### src/core/todai_defines.svh
`ifndef TODAI_DEFINES_SVH
`define TODAI_DEFINES_SVH

// Register offsets in the special-function space
`define TODAI_ADDR_EXT_INT_ENABLE      8'he8
`define TODAI_ADDR_ALARM_SUBSECOND     8'hf2
`define TODAI_ADDR_ALARM_SECOND        8'hf3
`define TODAI_ADDR_ALARM_MINUTE        8'hf4
`define TODAI_ADDR_ALARM_HOUR          8'hf5
`define TODAI_ADDR_EXT_INT_PRIORITY    8'hf8
`define TODAI_ADDR_TIME_OF_DAY_CONTROL 8'hf9

// Interrupt source positions in enable and priority registers
`define TODAI_SRC_TOD       5
`define TODAI_SRC_WATCHDOG  4
`define TODAI_NUM_SRC       6
`define TODAI_NUM_PINS      4

// Control register fields
`define TODAI_CTL_SUBSEC_CE  7
`define TODAI_CTL_SEC_CE     6
`define TODAI_CTL_MIN_CE     5
`define TODAI_CTL_HOUR_CE    4
`define TODAI_CTL_READ_EN    3
`define TODAI_CTL_WRITE_EN   2
`define TODAI_CTL_IRQ_FLAG   1
`define TODAI_CTL_OSC_EN     0

// Implemented widths of the alarm fields
`define TODAI_SUBSEC_W  8
`define TODAI_SEC_W     6
`define TODAI_MIN_W     6
`define TODAI_HOUR_W    5

// Reset values
`define TODAI_EXT_INT_ENABLE_RST   6'h00
`define TODAI_EXT_INT_PRIORITY_RST 6'h00

// Access window auto-close time
`define TODAI_CLK_PERIOD_NS   4
`define TODAI_WIN_TIME_NS     1950000
`define TODAI_WIN_CYCLES      (`TODAI_WIN_TIME_NS / `TODAI_CLK_PERIOD_NS)
`define TODAI_WIN_CNT_W       19

`endif

### src/core/todai_pkg.sv
package todai_pkg;

	// Live clock counters fed from the time-of-day block
	typedef struct packed {
		logic [7:0] subsecond;
		logic [5:0] second;
		logic [5:0] minute;
		logic [7:0] hour;
	} todai_tod_count_type;

	// Interrupt decision handed to the core
	typedef struct packed {
		logic       pending;
		logic       highPrio;
		logic [2:0] source;
	} todai_irq_type;

	// Clock-register access window
	typedef enum logic [2:0] {
		WIN_IDLE  = 3'b001,
		WIN_READ  = 3'b010,
		WIN_WRITE = 3'b100
	} todai_win_type;

endpackage : todai_pkg

### src/core/todai_regs.sv
`timescale 1ns/1ps
`default_nettype none
`include "todai_defines.svh"

// What this block does
// - Clock-alarm request passes only when enable bit 5 is set; reads 0 without clock.
// - Watchdog request passes only when enable bit 4 is set.
// - Enable bits 3..0 gate external pins 5, 4, 3, 2.
// - Enable register bits 7 and 6 are reserved, content undefined.
// - Priority bit 5 makes clock alarm high priority; reads 0 without clock.
// - Priority bit 4 makes watchdog interrupt high priority.
// - Priority bits 3..0 select high priority for external pins 5, 4, 3, 2.
// - Unused upper bits of priority and alarm registers read 0.
// - Subsecond alarm compare counts only when control bit 7 is set.
// - Second alarm compare counts only when control bit 6 is set.
// - Minute alarm compare counts only when control bit 5 is set.
// - Hour alarm compare gated by control bit 4; software loads 0 to 17h.
// - Day-of-week bits of the hour counter never join the comparison.
// - Alarm contents survive all resets except the no-battery reset.
// - Flag sets when at least one alarm field is enabled and every enabled field matches its counter.
// - Flag raises interrupt only with enable bit; clearing all enables clears it.
module todai_regs
	import todai_pkg::*;
#(
	parameter int unsigned WIN_CYCLES = `TODAI_WIN_CYCLES
) (
	input  wire logic                clk,
	input  wire logic                rst_n,
	input  wire logic                batteryRst_n,
	input  wire logic                ce,
	input  wire logic                todPresent,
	input  wire logic [7:0]          sfrAddr,
	input  wire logic                sfrWrEn,
	input  wire logic [7:0]          sfrWrData,
	input  wire logic                sfrRdEn,
	input  wire logic                timedAccessOk,
	output logic [7:0]               sfrRdData,
	output logic                     sfrRdHit,
	input  wire todai_tod_count_type todCount,
	input  wire logic                watchdogIrqReq,
	input  wire logic [3:0]          extIrqPin,
	output todai_irq_type            irqOut,
	output logic                     todReadEnable,
	output logic                     todWriteEnable,
	output logic                     todOscillatorEnable,
	output logic                     subsecondClear
);

	logic [5:0]          extIntEnable_q;
	logic [5:0]          extIntPriority_q;
	logic [7:0]          alarmSubsecond_q;
	logic [5:0]          alarmSecond_q;
	logic [5:0]          alarmMinute_q;
	logic [4:0]          alarmHour_q;
	logic [3:0]          compareEnable_q;
	logic                todIrqFlag_q;
	logic                todOscillatorEnable_q;
	todai_win_type       win_q;
	todai_win_type       win_d;
	logic [`TODAI_WIN_CNT_W-1:0] winCnt_q;
	logic                todPresent_q;
	logic [3:0]          pinMeta_q;
	logic [3:0]          pinSync_q;
	logic                match;
	logic                matchPrev_q;
	todai_tod_count_type countPrev_q;
	logic                countMoved;
	logic [3:0]          fieldHit;
	logic [5:0]          enableView;
	logic [5:0]          priorityView;
	logic [5:0]          rawReq;
	logic [5:0]          gatedReq;
	logic [5:0]          highReq;
	logic [5:0]          lowReq;
	todai_irq_type       irq_d;
	logic [7:0]          rdData_d;
	logic                rdHit_d;
	logic                wrCtl;
	logic                winExpired;
	logic                flagSet;
	logic                flagClr;
	logic [7:0]          ctlView;

	localparam logic [`TODAI_WIN_CNT_W-1:0] WinLast =
		`TODAI_WIN_CNT_W'(WIN_CYCLES - 1);

	assign wrCtl = sfrWrEn && (sfrAddr == `TODAI_ADDR_TIME_OF_DAY_CONTROL);

	// Variant strap is caught while reset is held, so it stays stable afterwards
	always_ff @(posedge clk) begin
		if (!rst_n) begin
			todPresent_q <= todPresent;
		end
	end

	// External pins are asynchronous to the core clock
	always_ff @(posedge clk) begin
		if (!rst_n) begin
			pinMeta_q <= 4'h0;
			pinSync_q <= 4'h0;
		end else if (ce) begin
			pinMeta_q <= extIrqPin;
			pinSync_q <= pinMeta_q;
		end
	end

	// Enable and priority registers follow the ordinary device reset
	always_ff @(posedge clk) begin
		if (!rst_n) begin
			extIntEnable_q   <= `TODAI_EXT_INT_ENABLE_RST;
			extIntPriority_q <= `TODAI_EXT_INT_PRIORITY_RST;
		end else if (ce && sfrWrEn) begin
			if (sfrAddr == `TODAI_ADDR_EXT_INT_ENABLE) begin
				extIntEnable_q <= sfrWrData[5:0];
			end
			if (sfrAddr == `TODAI_ADDR_EXT_INT_PRIORITY) begin
				extIntPriority_q <= sfrWrData[5:0];
			end
		end
	end

	// Alarm fields only see the battery reset; device resets leave them alone
	always_ff @(posedge clk) begin
		if (!batteryRst_n) begin
			alarmSubsecond_q <= 8'h00;
			alarmSecond_q    <= 6'h00;
			alarmMinute_q    <= 6'h00;
			alarmHour_q      <= 5'h00;
		end else if (ce && sfrWrEn) begin
			case (sfrAddr)
				`TODAI_ADDR_ALARM_SUBSECOND: begin
					alarmSubsecond_q <= sfrWrData;
				end
				`TODAI_ADDR_ALARM_SECOND: begin
					alarmSecond_q <= sfrWrData[5:0];
				end
				`TODAI_ADDR_ALARM_MINUTE: begin
					alarmMinute_q <= sfrWrData[5:0];
				end
				`TODAI_ADDR_ALARM_HOUR: begin
					alarmHour_q <= sfrWrData[4:0];
				end
				default: begin
				end
			endcase
		end
	end

	// Compare enables and oscillator enable are battery-backed too
	always_ff @(posedge clk) begin
		if (!batteryRst_n) begin
			compareEnable_q       <= 4'h0;
			todOscillatorEnable_q <= 1'b0;
		end else if (ce && wrCtl) begin
			compareEnable_q <= sfrWrData[`TODAI_CTL_SUBSEC_CE:`TODAI_CTL_HOUR_CE];
			if (timedAccessOk) begin
				todOscillatorEnable_q <= sfrWrData[`TODAI_CTL_OSC_EN];
			end
		end
	end

	// Each field compares only its implemented bits against the live counter
	assign fieldHit[3] = !compareEnable_q[3] ||
		(alarmSubsecond_q == todCount.subsecond);
	assign fieldHit[2] = !compareEnable_q[2] ||
		(alarmSecond_q == todCount.second);
	assign fieldHit[1] = !compareEnable_q[1] ||
		(alarmMinute_q == todCount.minute);
	// Day-of-week bits 7..5 of the hour counter are deliberately dropped
	assign fieldHit[0] = !compareEnable_q[0] ||
		(alarmHour_q == todCount.hour[4:0]);

	// With no field enabled there is nothing to match
	assign match = (|compareEnable_q) && (&fieldHit);

	// Fire once per counter tick while matching, so a don't-care field
	// yields one event per tick instead of a stuck request
	assign countMoved = (countPrev_q != todCount);

	always_ff @(posedge clk) begin
		if (!rst_n) begin
			matchPrev_q <= 1'b0;
			countPrev_q <= '0;
		end else if (ce) begin
			matchPrev_q <= match;
			countPrev_q <= todCount;
		end
	end

	assign flagSet = match && (!matchPrev_q || countMoved);
	// Software writes 0 to clear; writing 1 also clears when compare enables 7..4 are all written 0
	assign flagClr = wrCtl && (!sfrWrData[`TODAI_CTL_IRQ_FLAG] ||
		(sfrWrData[`TODAI_CTL_SUBSEC_CE:`TODAI_CTL_HOUR_CE] == 4'h0));

	always_ff @(posedge clk) begin
		if (!batteryRst_n) begin
			todIrqFlag_q <= 1'b0;
		end else if (ce) begin
			if (flagSet) begin
				todIrqFlag_q <= 1'b1;
			end else if (flagClr) begin
				todIrqFlag_q <= 1'b0;
			end
		end
	end

	// Access window: read and write enables are mutually exclusive
	always_comb begin
		win_d = win_q;
		case (win_q)
			WIN_IDLE: begin
				if (wrCtl) begin
					if (sfrWrData[`TODAI_CTL_READ_EN] && sfrWrData[`TODAI_CTL_WRITE_EN]) begin
						win_d = WIN_IDLE;
					end else if (sfrWrData[`TODAI_CTL_READ_EN]) begin
						win_d = WIN_READ;
					end else if (sfrWrData[`TODAI_CTL_WRITE_EN] && timedAccessOk) begin
						win_d = WIN_WRITE;
					end
				end
			end
			WIN_READ: begin
				if (winExpired || (wrCtl && !sfrWrData[`TODAI_CTL_READ_EN])) begin
					win_d = WIN_IDLE;
				end
			end
			WIN_WRITE: begin
				if (winExpired) begin
					win_d = WIN_IDLE;
				end else if (wrCtl && timedAccessOk &&
					!sfrWrData[`TODAI_CTL_WRITE_EN]) begin
					win_d = WIN_IDLE;
				end
			end
			default: begin
				win_d = WIN_IDLE;
			end
		endcase
	end

	assign winExpired = (winCnt_q == WinLast);

	always_ff @(posedge clk) begin
		if (!rst_n) begin
			win_q <= WIN_IDLE;
		end else if (ce) begin
			win_q <= win_d;
		end
	end

	// Window timer restarts on every opening
	always_ff @(posedge clk) begin
		if (!rst_n) begin
			winCnt_q <= '0;
		end else if (ce) begin
			if (win_q == WIN_IDLE || win_d == WIN_IDLE) begin
				winCnt_q <= '0;
			end else begin
				winCnt_q <= winCnt_q + 1'b1;
			end
		end
	end

	// Closing a write window zeroes the subsecond counter
	always_ff @(posedge clk) begin
		if (!rst_n) begin
			subsecondClear <= 1'b0;
		end else if (ce) begin
			subsecondClear <= (win_q == WIN_WRITE) && (win_d == WIN_IDLE);
		end
	end

	assign todReadEnable       = (win_q == WIN_READ);
	assign todWriteEnable      = (win_q == WIN_WRITE);
	assign todOscillatorEnable = todOscillatorEnable_q;

	// Clock-alarm bits vanish on variants without the clock
	assign enableView = {extIntEnable_q[5] & todPresent_q, extIntEnable_q[4:0]};
	assign priorityView = {extIntPriority_q[5] & todPresent_q, extIntPriority_q[4:0]};

	assign rawReq = {todIrqFlag_q, watchdogIrqReq, pinSync_q[3:0]};

	// One gate per source: clock alarm, watchdog, pins 5..2
	genvar s;
	generate
		for (s = 0; s < `TODAI_NUM_SRC; s++) begin : g_src
			assign gatedReq[s] = rawReq[s] & enableView[s];
			assign highReq[s]  = gatedReq[s] & priorityView[s];
			assign lowReq[s]   = gatedReq[s] & !priorityView[s];
		end
	endgenerate

	// Any high request wins; within a level the higher bit goes first
	always_comb begin
		irq_d = '0;
		irq_d.pending = |gatedReq;
		if (|highReq) begin
			irq_d.highPrio = 1'b1;
			for (int i = 0; i < `TODAI_NUM_SRC; i++) begin
				if (highReq[i]) begin
					irq_d.source = 3'(i);
				end
			end
		end else begin
			for (int i = 0; i < `TODAI_NUM_SRC; i++) begin
				if (lowReq[i]) begin
					irq_d.source = 3'(i);
				end
			end
		end
	end

	always_ff @(posedge clk) begin
		if (!rst_n) begin
			irqOut <= '0;
		end else if (ce) begin
			irqOut <= irq_d;
		end
	end

	assign ctlView = {compareEnable_q, todReadEnable, todWriteEnable,
		todIrqFlag_q, todOscillatorEnable_q};

	// Read mux; reserved bits read 0 (undefined bits of the enable register too)
	always_comb begin
		rdData_d = 8'h00;
		rdHit_d  = 1'b1;
		case (sfrAddr)
			`TODAI_ADDR_EXT_INT_ENABLE: begin
				rdData_d = {2'h0, enableView};
			end
			`TODAI_ADDR_EXT_INT_PRIORITY: begin
				rdData_d = {2'h0, priorityView};
			end
			`TODAI_ADDR_ALARM_SUBSECOND: begin
				rdData_d = alarmSubsecond_q;
			end
			`TODAI_ADDR_ALARM_SECOND: begin
				rdData_d = {2'h0, alarmSecond_q};
			end
			`TODAI_ADDR_ALARM_MINUTE: begin
				rdData_d = {2'h0, alarmMinute_q};
			end
			`TODAI_ADDR_ALARM_HOUR: begin
				rdData_d = {3'h0, alarmHour_q};
			end
			`TODAI_ADDR_TIME_OF_DAY_CONTROL: begin
				rdData_d = ctlView;
			end
			default: begin
				rdHit_d = 1'b0;
			end
		endcase
	end

	always_ff @(posedge clk) begin
		if (!rst_n) begin
			sfrRdData <= 8'h00;
			sfrRdHit  <= 1'b0;
		end else if (ce) begin
			sfrRdHit <= sfrRdEn && rdHit_d;
			if (sfrRdEn) begin
				sfrRdData <= rdHit_d ? rdData_d : 8'h00;
			end
		end
	end

endmodule : todai_regs

`default_nettype wire

### config.mk
export PLATFORM = sky130hd
export DESIGN_NAME = todai_regs
export DESIGN_NICKNAME = d
export VERILOG_FILES = /design/src/core/todai_pkg.sv /design/src/core/todai_regs.sv
export VERILOG_INCLUDE_DIRS = /design/src /design/src/core
export SDC_FILE = /design/constraint.sdc
export NUM_CORES = 1
export LEC_CHECK = 0
export ABC_AREA = 1
export BUFFER_PORTS_ARGS = -buffer_cell sky130_fd_sc_hd__buf_2
export CORE_MARGIN = 1.5
export CORE_UTILIZATION = 58
export CTS_BUF_LIST = sky130_fd_sc_hd__clkbuf_16
export DETAILED_ROUTE_END_ITERATION = 16
export PLACE_DENSITY = 0.8
export SETUP_SLACK_MARGIN = 0.02
export SLEW_MARGIN = 10
export SYNTH_ARGS = -nofsm -noshare
export SYNTH_HDL_FRONTEND = slang
export SYNTH_SLANG_ARGS = --single-unit
### constraint.sdc
create_clock -name clk -period 1.96 [get_ports clk]
set_clock_uncertainty 0.05 [all_clocks]
set_input_delay 0.098 -clock clk [delete_from_list [all_inputs] [get_ports clk]]
set_output_delay 0.098 -clock clk [all_outputs]
set_load 0.05 [all_outputs]
# After elaboration in Yosys (flattened, before gate mapping)
# Cells that the tools add are included.
word_totals:
  regBits: 118
  latchBits: 0
  ram_bits: 0
  romBits: 0
  inputBits: 57
  elab_cells: 138
  mem_count: 0
op_classes:
  n_addsub: 1
  mul: 0
  div: 0
  magnitude_cmp: 0
  eq_ne: 17
  shifts: 0
  mux: 26
  bitwise: 19
  n_reduce_logical: 50
op_table:
  columns: ["cell", "n"]
  rows:
  - ["8-bit equality test, second input constant", 7]
  - ["8-bit case mux with 7 select lines", 1]
  - ["3-bit 2-to-1 mux", 16]
  - ["28-bit != test", 1]
  - ["19-bit by 1-bit adder with 19-bit output, second input constant", 1]
  - ["1-bit bitwise AND", 19]
  - ["19-bit equality test, second input constant", 1]
  - ["19-bit 2-to-1 mux", 1]
  - ["2-bit AND reduction", 9]
  - ["1-bit logical AND", 13]
  - ["1-bit zero test", 13]
  - ["6-bit equality test", 2]
  - ["6-bit OR reduction", 2]
  - ["3-bit case mux with 3 select lines", 1]
  - ["8-bit equality test", 1]
  - ["1-bit logical OR", 8]
  - ["8-bit 2-to-1 mux", 1]
  - ["7-bit OR reduction", 1]
  - ["3-bit by 1-bit equality test with 1-bit output, second input constant", 2]
  - ["1-bit 2-to-1 mux", 6]
  - ["5-bit equality test", 1]
  - ["4-bit zero test", 1]
  - ["4-bit AND reduction", 1]
  - ["4-bit OR reduction", 1]
  - ["other kinds (3)", 3]

# Logic depth before layout (Yosys ltp)
# Gate-level depths: netlist (run 1).
logic_depth:
  ltp_word: 10
  ltp_mapped: 13
  depth_no_buf: 12

# Worst setup path before layout (run 1)
# Ideal clock, no wire load.
synth_timing:
  path_kind: "reg-to-reg"
  from: "register win_q[1]"
  to: "register winCnt_q[12]"
  arrival_ns: 2.319
  required_time_ns: 1.848
  slack_ns: -0.471
  path_stages_with_launch: 10
  n_path_buf: 1
  period_less_slack_ns: 2.431
  cell_sequence: "dfxtp_1 > inv_2 > nor3_1 > nand3_1 > nand2_1 > nor2_2 > nand2_4 > nand3_4 > buf_12 > nor2_4"
synth_rtl:
  columns: ["item", "line_no", "rtl"]
  rows:
  - ["start, declared", "todai_regs.sv:58", "todai_win_type win_q;"]
  - ["start signal, assigned", "todai_regs.sv:247", "win_q <= win_d;"]
  - ["3-bit by 2-bit equality test with 1-bit output", null, null]
  - ["named net todReadEnable", "todai_regs.sv:43", "output logic todReadEnable,"]
  - ["3-bit case mux with 3 select lines", "todai_regs.sv:210", "case (win_q)"]
  - ["3-bit by 1-bit equality test with 1-bit output", "todai_regs.sv:256", "if (win_q == WIN_IDLE || win_d == WIN_IDLE) begin"]
  - ["1-bit logical OR", "todai_regs.sv:256", null]
  - ["19-bit 2-to-1 mux", "todai_regs.sv:256", null]
  - ["end signal, assigned", "todai_regs.sv:259", "winCnt_q <= winCnt_q + 1'b1;"]
  - ["end, declared", "todai_regs.sv:60", "logic [`TODAI_WIN_CNT_W-1:0] winCnt_q;"]
# The timed path passes the listed nets, and every way through them passes these cells.
# A chain may end at the register's enable or synchronous reset.

# Final worst setup path (run 1)
layout_timing:
  from: "register winCnt_q[1]"
  to: "register winCnt_q[14]"
layout_between:
  elab_chain_cells: 7
layout_rtl:
  columns: ["item", "line_no", "rtl"]
  rows:
  - ["19-bit equality test", "todai_regs.sv:241", "assign winExpired = (winCnt_q == WinLast);"]
  - ["1-bit logical OR", "todai_regs.sv:223", "if (winExpired || (wrCtl && !sfrWrData[`TODAI_CTL_READ_EN])) begin"]
  - ["3-bit 2-to-1 mux", "todai_regs.sv:223", null]
  - ["3-bit case mux with 3 select lines", "todai_regs.sv:210", null]
  - ["3-bit by 1-bit equality test with 1-bit output", "todai_regs.sv:256", null]
  - ["1-bit logical OR", "todai_regs.sv:256", null]
  - ["19-bit 2-to-1 mux (*)", "todai_regs.sv:256", null]
# Mark *: on every way between the ends. The rest lies on a longest branch, timed or not.

==> run_results.csv, run 1 <==
group,metric,value,unit
outcome,status,"complete, no violations",
synth,synthArstFlopShare,0,%
critical_path,path_buf_inv,0,
critical_path,critical_path_class,"reg -> reg",
power,pwr-share-comb,9.7,%
sta,max-slew-margin-rel,63.6,%
cts,clockBufferDepth,2,
critical_path,startpoint_type,"flip-flop",
sta,fin_crit,1.74,ns
global_route,antenna_found_initial,0,
placement,gp_congestion,0.914,
cts,cts_buffers,17,
sta,hold_violations,0,
synth,syn_area,6150,sq um
finish,antenna_cells,0,
finish,synthToLayoutAreaGrowth,22.1,%
critical_path,r2r_start,"winCnt_q[1]",
global_route,overflow,0,
min_path,hold_path_class,"in -> reg",
critical_path,r2r-end,"winCnt_q[14]",
sta,slew_viol_final,0,
synth,yosysTopAreaCellShare,38.1,%
route,wl_per_cell,14.1,microns
critical_path,reg2reg_depth,8,
sta,worst_pin_slew,0.546,ns
critical_path,arrival,1.99,ns
route,vias,6248,
critical_path,cp_cell_sequence,"ha_4, nand4_2, nor2_2, nand2_1, nor3_2, nand3_1, o22ai_1, nor2_4",
global_route,grt_pass1_wl,27300,microns
critical_path,r2r_slack,0.22,ns
placement,port_buffers,74,
cts,htreeDepth,4,
critical_path,crit_path_max_fanout,4,
sta,fin_crit_sh,88.9,%
finish,layout-drive-gt1-share,14.4,%
synth,synth_most_common_cell,"nand2_1",
route,antenna_left,0,
run,cap_violations,0,
synth,yosysSeqAreaShare,38.6,%
sta,tns,0,ns
power,p_sw_share,24.5,%
synth,ys_ff_latch,118,
die,start_util,59.6,%
die,die_area,11200,sq um
sta,finalSetupViolations,0,
cts,cts_tree,"built",
critical_path,endpoint_kind,"flip-flop",
synth,synth_edf_count,1,
critical_path,crit_family,"simple AND/OR/NAND/NOR gates",
route,wirelength,16600,microns
synth,synth.top_cells.by_area,"dfxtp_1 (38%), nand2_1 (14%), o21ai_0 (8.1%), a21oi_1 (7.6%), inv_1 (7.2%)",
cts,clock_sinks,118,
power,pwr-share-clk,46.8,%
critical_path,crit_end,"winCnt_q[14]",
critical_path,worst-path-stages,8,
placement,dp_cells,1110,
synth,synth_flop_cell,"dfxtp_1",
die,chipHeight,106,microns
synth,synth_cells,923,
global_route,grt_max_degree,49,
cts,root_buffer,"clkbuf_16",
route,vias_per_cell,5.31,
critical_path,critPathMaxStageDelay,0.39,ns
synth,avgSynthCellArea,6.66,sq um
cts,path_clk_slew,0.05,ns
route,drc_errors,0,
synth,synth_warnings,0,
critical_path,crit_required,2.20,ns
power,powerDensity,769,nW/um^2
global_route,grt_usage,30.7,%
power,irDropWorstVdd,663,uV
route,drt_iter0_markers,574,
sta,clock.fmax,574,MHz
die,io_pins,75,
finish,nets,1088,
die,core_region_area,10300,sq um
power,p_int,4.36,mW
die,die-width,106,microns
synth,ys_types,43,
critical_path,startpoint,"winCnt_q[1]",
critical_path,worst_path_max_delay_cell,"dfxtp_1",
route,dr.pass1.iters,5,
finish,layoutNonFillerInstCount,1176,
synth,syn_nets,981,
power,power_leakage,3.28,nW
power,p_sw,1.42,mW
placement,dp_hpwl,11600,microns
cts,clk_latency,0.41,ns
synth,synth_common_cells,"nand2_1 (229), inv_1 (118), dfxtp_1 (117), o21ai_0 (99), a21oi_1 (94)",
synth,yosysTopAreaCell,"dfxtp_1",
power,pwr-share-seq,43.5,%
global_route,grt_pass1_vias,5859,
sta,rsz0062_at_grt,"no",
die,rows,37,
[registers in the layout, indices dropped and copies added (netlist names), 3 cells and up]
name / flops
alarmHour_q: 5
alarmMinute_q: 6
alarmSecond_q: 6
alarmSubsecond_q: 8
compareEnable_q: 4
countPrev_q: 28
extIntEnable_q: 6
extIntPriority_q: 6
irqOut: 5
pinMeta_q: 4
pinSync_q: 4
sfrRdData: 8
winCnt_q: 19
win_q: 3
[tightest hold or removal path, delay by kind of cell]
kind	cells	cell delay [ns]
buf+inv	1	0.17
simple gates	1	0.10
compound gates	1	0.06
[power groups by stage]
stage | Combinational, mW | Clock (mW) | Sequential (mW)
after CTS | 0.543 | 2.71 | 2.51
after detailed placement | 0.485 | 0 | 2.56
after floorplan | 0.307 | 0 | 2.56
after global routing | 0.619 | 2.83 | 2.52
after global placement | 0.480 | 0 | 2.56
final | 0.558 | 2.70 | 2.51
[layout make-up]
| type | instances | area (sq um) |
|---|---|---|
| flip-flops and latches | 118 | 2370 |
| multi-input cells | 650 | 3190 |
| repair buffers | 119 | 806 |
| inverters | 124 | 465 |
| clock buffers | 17 | 425 |
| fillers | 852 | 2810 |
| well taps | 136 | 170 |
| clock inverters | 12 | 77.6 |
[placed cells by master, fill, tap and decap left out, types with 2 or more instances in the layout]
master / n
a21boi_0: 2
a21oi_1: 94
buf_2: 74
buf_4: 10
clkbuf_16: 17
clkinv_1: 3
clkinv_2: 5
dfxtp_1: 116
dlygate4sd3_1: 34
inv_1: 122
inv_2: 5
nand2_1: 229
nand2_2: 2
nand2_4: 3
nand3_1: 41
nand3_2: 2
nand4_1: 8
nand4_2: 2
nor2_1: 93
nor2_2: 7
nor2_4: 11
nor3_1: 8
nor3_2: 2
nor3_4: 3
o211ai_1: 3
o21ai_0: 99
o22ai_1: 10
xnor2_1: 10
xor2_1: 9
[routing by layer]
layer | global-route usage, % | wire length [microns]
met1 | 38.2 | 7120
met2 | 52.9 | 8100
met3 | 6.62 | 989
met4 | 10.2 | 368
met5 | 0 | 0
[through the flow]
stage / setup WS [ns] / total power, mW / hold WS (ns) / util, % / instance area (sq um)
global route: 0.0315 / 5.96 / 0.00412 / 72.8 / 7510
finish: 0.217 / 5.77 / 0.0150 / 72.8 / 7510
CTS: 0.0808 / 5.77 / 0.00128 / 72.3 / 7460
global placement: 0.191 / 3.04 / 0.225 / 64.1 / 6620
floorplan: 0.221 / 2.87 / 0.147 / - / 6170
detailed placement: 0.115 / 3.04 / 0.226 / 64.1 / 6620
[worst min-delay path by stage]
stage / slack, ns / cells past startpoint / from / to
after global placement: 0.22 / 1 / todPresent / todPresent_q
after CTS: 0.001 / 3 / sfrWrData[5] / extIntEnable_q[5]
after detailed placement: 0.23 / 1 / todPresent / todPresent_q
after global routing: 0.004 / 3 / sfrWrData[5] / extIntEnable_q[5]
final: 0.02 / 3 / sfrWrData[5] / extIntEnable_q[5]
after floorplan: 0.15 / 0 / todPresent / todPresent_q
[cell families after synthesis]
| logic type | after synthesis | share of synthesized area [%] |
|---|---|---|
| AND/OR/NAND/NOR | 417 | 30.5 |
| AO/OA/AOI/OAI | 212 | 17.8 |
| buffers and inverters | 155 | 10.0 |
| flip-flops | 118 | 38.6 |
| XOR/XNOR | 19 | 2.71 |
| multiplexers | 1 | 0.163 |
| adder cells (fa/ha/maj) | 1 | 0.203 |
[what timing repair did]
| item | 4_1_cts | 5_1_grt |
|---|---|---|
| hold buffers | 34 | 0 |
| gates resized for setup | 0 | 3 |
| endpoints found under the setup margin | 0 | 17 |
| buffers inserted | 0 | 3 |
| endpoints found under the hold margin | 35 | 0 |
(Power assumes the default switching activity.)
==> inputs of run 2 (changes only) <==
--- a/config.mk
+++ b/config.mk
@@ -6,13 +6,12 @@
 export SDC_FILE = /design/constraint.sdc
 export NUM_CORES = 1
 export LEC_CHECK = 0
-export ABC_AREA = 1
 export BUFFER_PORTS_ARGS = -buffer_cell sky130_fd_sc_hd__buf_2
 export CORE_MARGIN = 1.5
-export CORE_UTILIZATION = 58
+export CORE_UTILIZATION = 46
 export CTS_BUF_LIST = sky130_fd_sc_hd__clkbuf_16
 export DETAILED_ROUTE_END_ITERATION = 16
-export PLACE_DENSITY = 0.8
+export PLACE_DENSITY = 0.66
 export SETUP_SLACK_MARGIN = 0.02
 export SLEW_MARGIN = 10
 export SYNTH_ARGS = -nofsm -noshare
==> run_results.csv, run 2 <==
group,metric,value,unit
cts,root_buffer,"clkbuf_16",
synth,synthArstFlopShare,0,%
critical_path,reg2reg_depth,5,
power,power_leakage,2.93,nW
die,core_region_area,12500,sq um
global_route,grt_usage,25.6,%
route,vias_per_cell,5.53,
finish,nets,835,
power,p_sw_share,22.9,%
finish,layout_common_cells,"dfxtp_1 (117), buf_2 (74), nor2_1 (73)",
cts,cts_buffers,17,
die,chipHeight,116,microns
route,wirelength,16400,microns
synth,synth_common_cells,"dfxtp_1 (117), nor2_1 (73), nand2_1 (65), mux2i_1 (58), xnor2_1 (38)",
cts,cts_tree,"built",
sta,rsz0062_at_grt,"no",
route,dr.pass1.iters,6,
sta,tns,0,ns
finish,final_common_cell,"dfxtp_1",
cts,htreeDepth,4,
critical_path,crit_path_max_fanout,6,
power,powerDensity,827,nW/um^2
die,io_pins,75,
power,p_sw,1.42,mW
sta,fin_crit_sh,91.8,%
power,p_int,4.79,mW
synth,syn_nets,713,
route,drc_errors,0,
global_route,antenna_found_initial,0,
finish,fillers,1109,
global_route,grt_pass1_vias,5159,
synth,avgSynthCellArea,8.95,sq um
power,irDropWorstVdd,797,uV
power,pwr-share-comb,8.7,%
cts,postCtsSetupRepairBufs,0,
die,die-width,116,microns
sta,finalSetupViolations,0,
run,cap_violations,0,
die,start_util,46.8,%
placement,dp_hpwl,11700,microns
finish,reg_top3,"countPrev_q: 28 flops, winCnt_q: 19 flops",
sta,clock.fmax,556,MHz
route,drt_iter0_markers,373,
critical_path,endpoint_kind,"flip-flop",
power,pwr-share-seq,40.1,%
synth,yosysTopAreaCell,"dfxtp_1",
sta,max-slew-margin-rel,57.5,%
route,antenna_left,0,
synth,synth_warnings,0,
route,wl_per_cell,17.0,microns
placement,gp_congestion,0.917,
power,finalPower,6.21,mW
placement,port_buffers,74,
synth,yosysTopAreaCellShare,40.0,%
finish,post-route-util,60.0,%
sta,fin_crit,1.80,ns
synth,synth_most_common_cell,"dfxtp_1",
global_route,grt_pass1_wl,26200,microns
finish,layout-drive-gt1-share,17.1,%
synth,synth_edf_count,1,
die,die_area,13400,sq um
min_path,hold_path_class,"in -> reg",
sta,hold_violations,0,
synth,ys_types,65,
cts,clk_latency,0.42,ns
synth,syn_area,5860,sq um
critical_path,startpoint_type,"flip-flop",
die,rows,41,
finish,antenna_cells,0,
sta,hold_ws,0.00984,ns
cts,path_clk_slew,0.06,ns
route,vias,5324,
synth,synth_flop_cell,"dfxtp_1",
critical_path,startpoint,"winCnt_q[5]",
critical_path,crit_required,2.22,ns
critical_path,critical_path_class,"reg -> reg",
finish,synthToLayoutAreaGrowth,28.1,%
synth,ys_ff_latch,118,
global_route,overflow,0,
sta,slew_viol_final,0,
cts,clock_sinks,118,
cts,clockBufferDepth,2,
finish,largest_reg_flops,28,
outcome,status,"complete, no violations",
critical_path,crit_end,"winCnt_q[18]",
critical_path,r2r_slack,0.16,ns
global_route,grt_max_degree,51,
sta,worst_pin_slew,0.636,ns
critical_path,arrival,2.06,ns
synth,yosysSeqAreaShare,40.5,%
synth,synth.top_cells.by_area,"dfxtp_1 (40%), mux2i_1 (9.9%), xnor2_1 (5.7%), xor2_1 (4.8%), nor2_1 (4.7%)",
synth,synth_cells,655,
critical_path,r2r_start,"winCnt_q[5]",
critical_path,r2r-end,"winCnt_q[18]",
power,pwr-share-clk,51.1,%
finish,regMostFlops,"countPrev_q",
[run 2: power groups by stage]
stage | clock network (mW) | registers, mW | logic (mW)
2_1_floorplan | 0 | 2.55 | 0.272
3_3_place_gp | 0 | 2.54 | 0.460
6_report | 3.18 | 2.49 | 0.542
4_1_cts | 3.19 | 2.49 | 0.536
5_1_grt | 3.33 | 2.49 | 0.588
3_5_place_dp | 0 | 2.54 | 0.469
[run 2: per-stage QoR]
step | instances | area, sq um | worst slack [ns]
4_1_cts | 962 | 7500 | 0.145
2_1_floorplan | 655 | 5880 | 0.0298
5_1_grt | 962 | 7510 | 0.0302
3_3_place_gp | 889 | 6500 | 0.164
6_report | 962 | 7510 | 0.160
3_5_place_dp | 889 | 6500 | 0.0985
[run 2: critical path, stage by stage (launching register included)]
cell and delay (ns):
dfxtp_1 0.42, nand4_1 0.18, or4_1 0.63, nor3_1 0.22, xnor2_1 0.14, nor2_1 0.06
[run 2: worst min path at each step]
stage | end | slack [ns] | start | cells after the start
floorplan | todPresent_q | 0.15 | todPresent | 0
global placement | todPresent_q | 0.23 | todPresent | 1
detailed placement | todPresent_q | 0.23 | todPresent | 1
CTS | alarmHour_q[4] | 0.003 | sfrWrData[4] | 3
global route | alarmHour_q[4] | 0.008 | sfrWrData[4] | 3
finish | alarmHour_q[4] | 0.01 | sfrWrData[4] | 3
[run 2: what timing repair did]
action                     in CTS  in global routing
gates resized for setup         0                  1
setup endpoints to repair       0                 17
hold buffers                   41                  0
hold endpoints to repair       52                  0
[run 2: logic make-up (layout without fill, tap and decap cells)]
family | after synthesis | in the layout | share of synthesized area (%)
AND/OR/NAND/NOR | 266 | 266 | 23.5
flip-flops | 118 | 118 | 40.5
AO/OA/AOI/OAI | 99 | 99 | 12.1
XOR/XNOR | 70 | 70 | 10.5
multiplexers | 59 | 59 | 10.1
buffers and inverters | 42 | 177 | 3.24
adder cells (fa/ha/maj) | 1 | 1 | 0.213
[run 2: cell type report]
type	count	area, sq um	area share [%]
multi-input cells	495	3330	44.3
flip-flops and latches	118	2370	31.6
repair buffers	136	963	12.8
clock buffers	17	425	5.67
well taps	172	215	2.87
clock inverters	15	170	2.27
inverters	9	33.8	0.450
[run 2: routing by layer]
metal | part of all wire [%] | global-route usage, % | routed length [microns]
met3 | 5.3 | 6.01 | 875
met4 | 1.5 | 8.94 | 247
met2 | 50 | 43.9 | 8120
met5 | 0 | 0 | 0
met1 | 44 | 31.5 | 7130
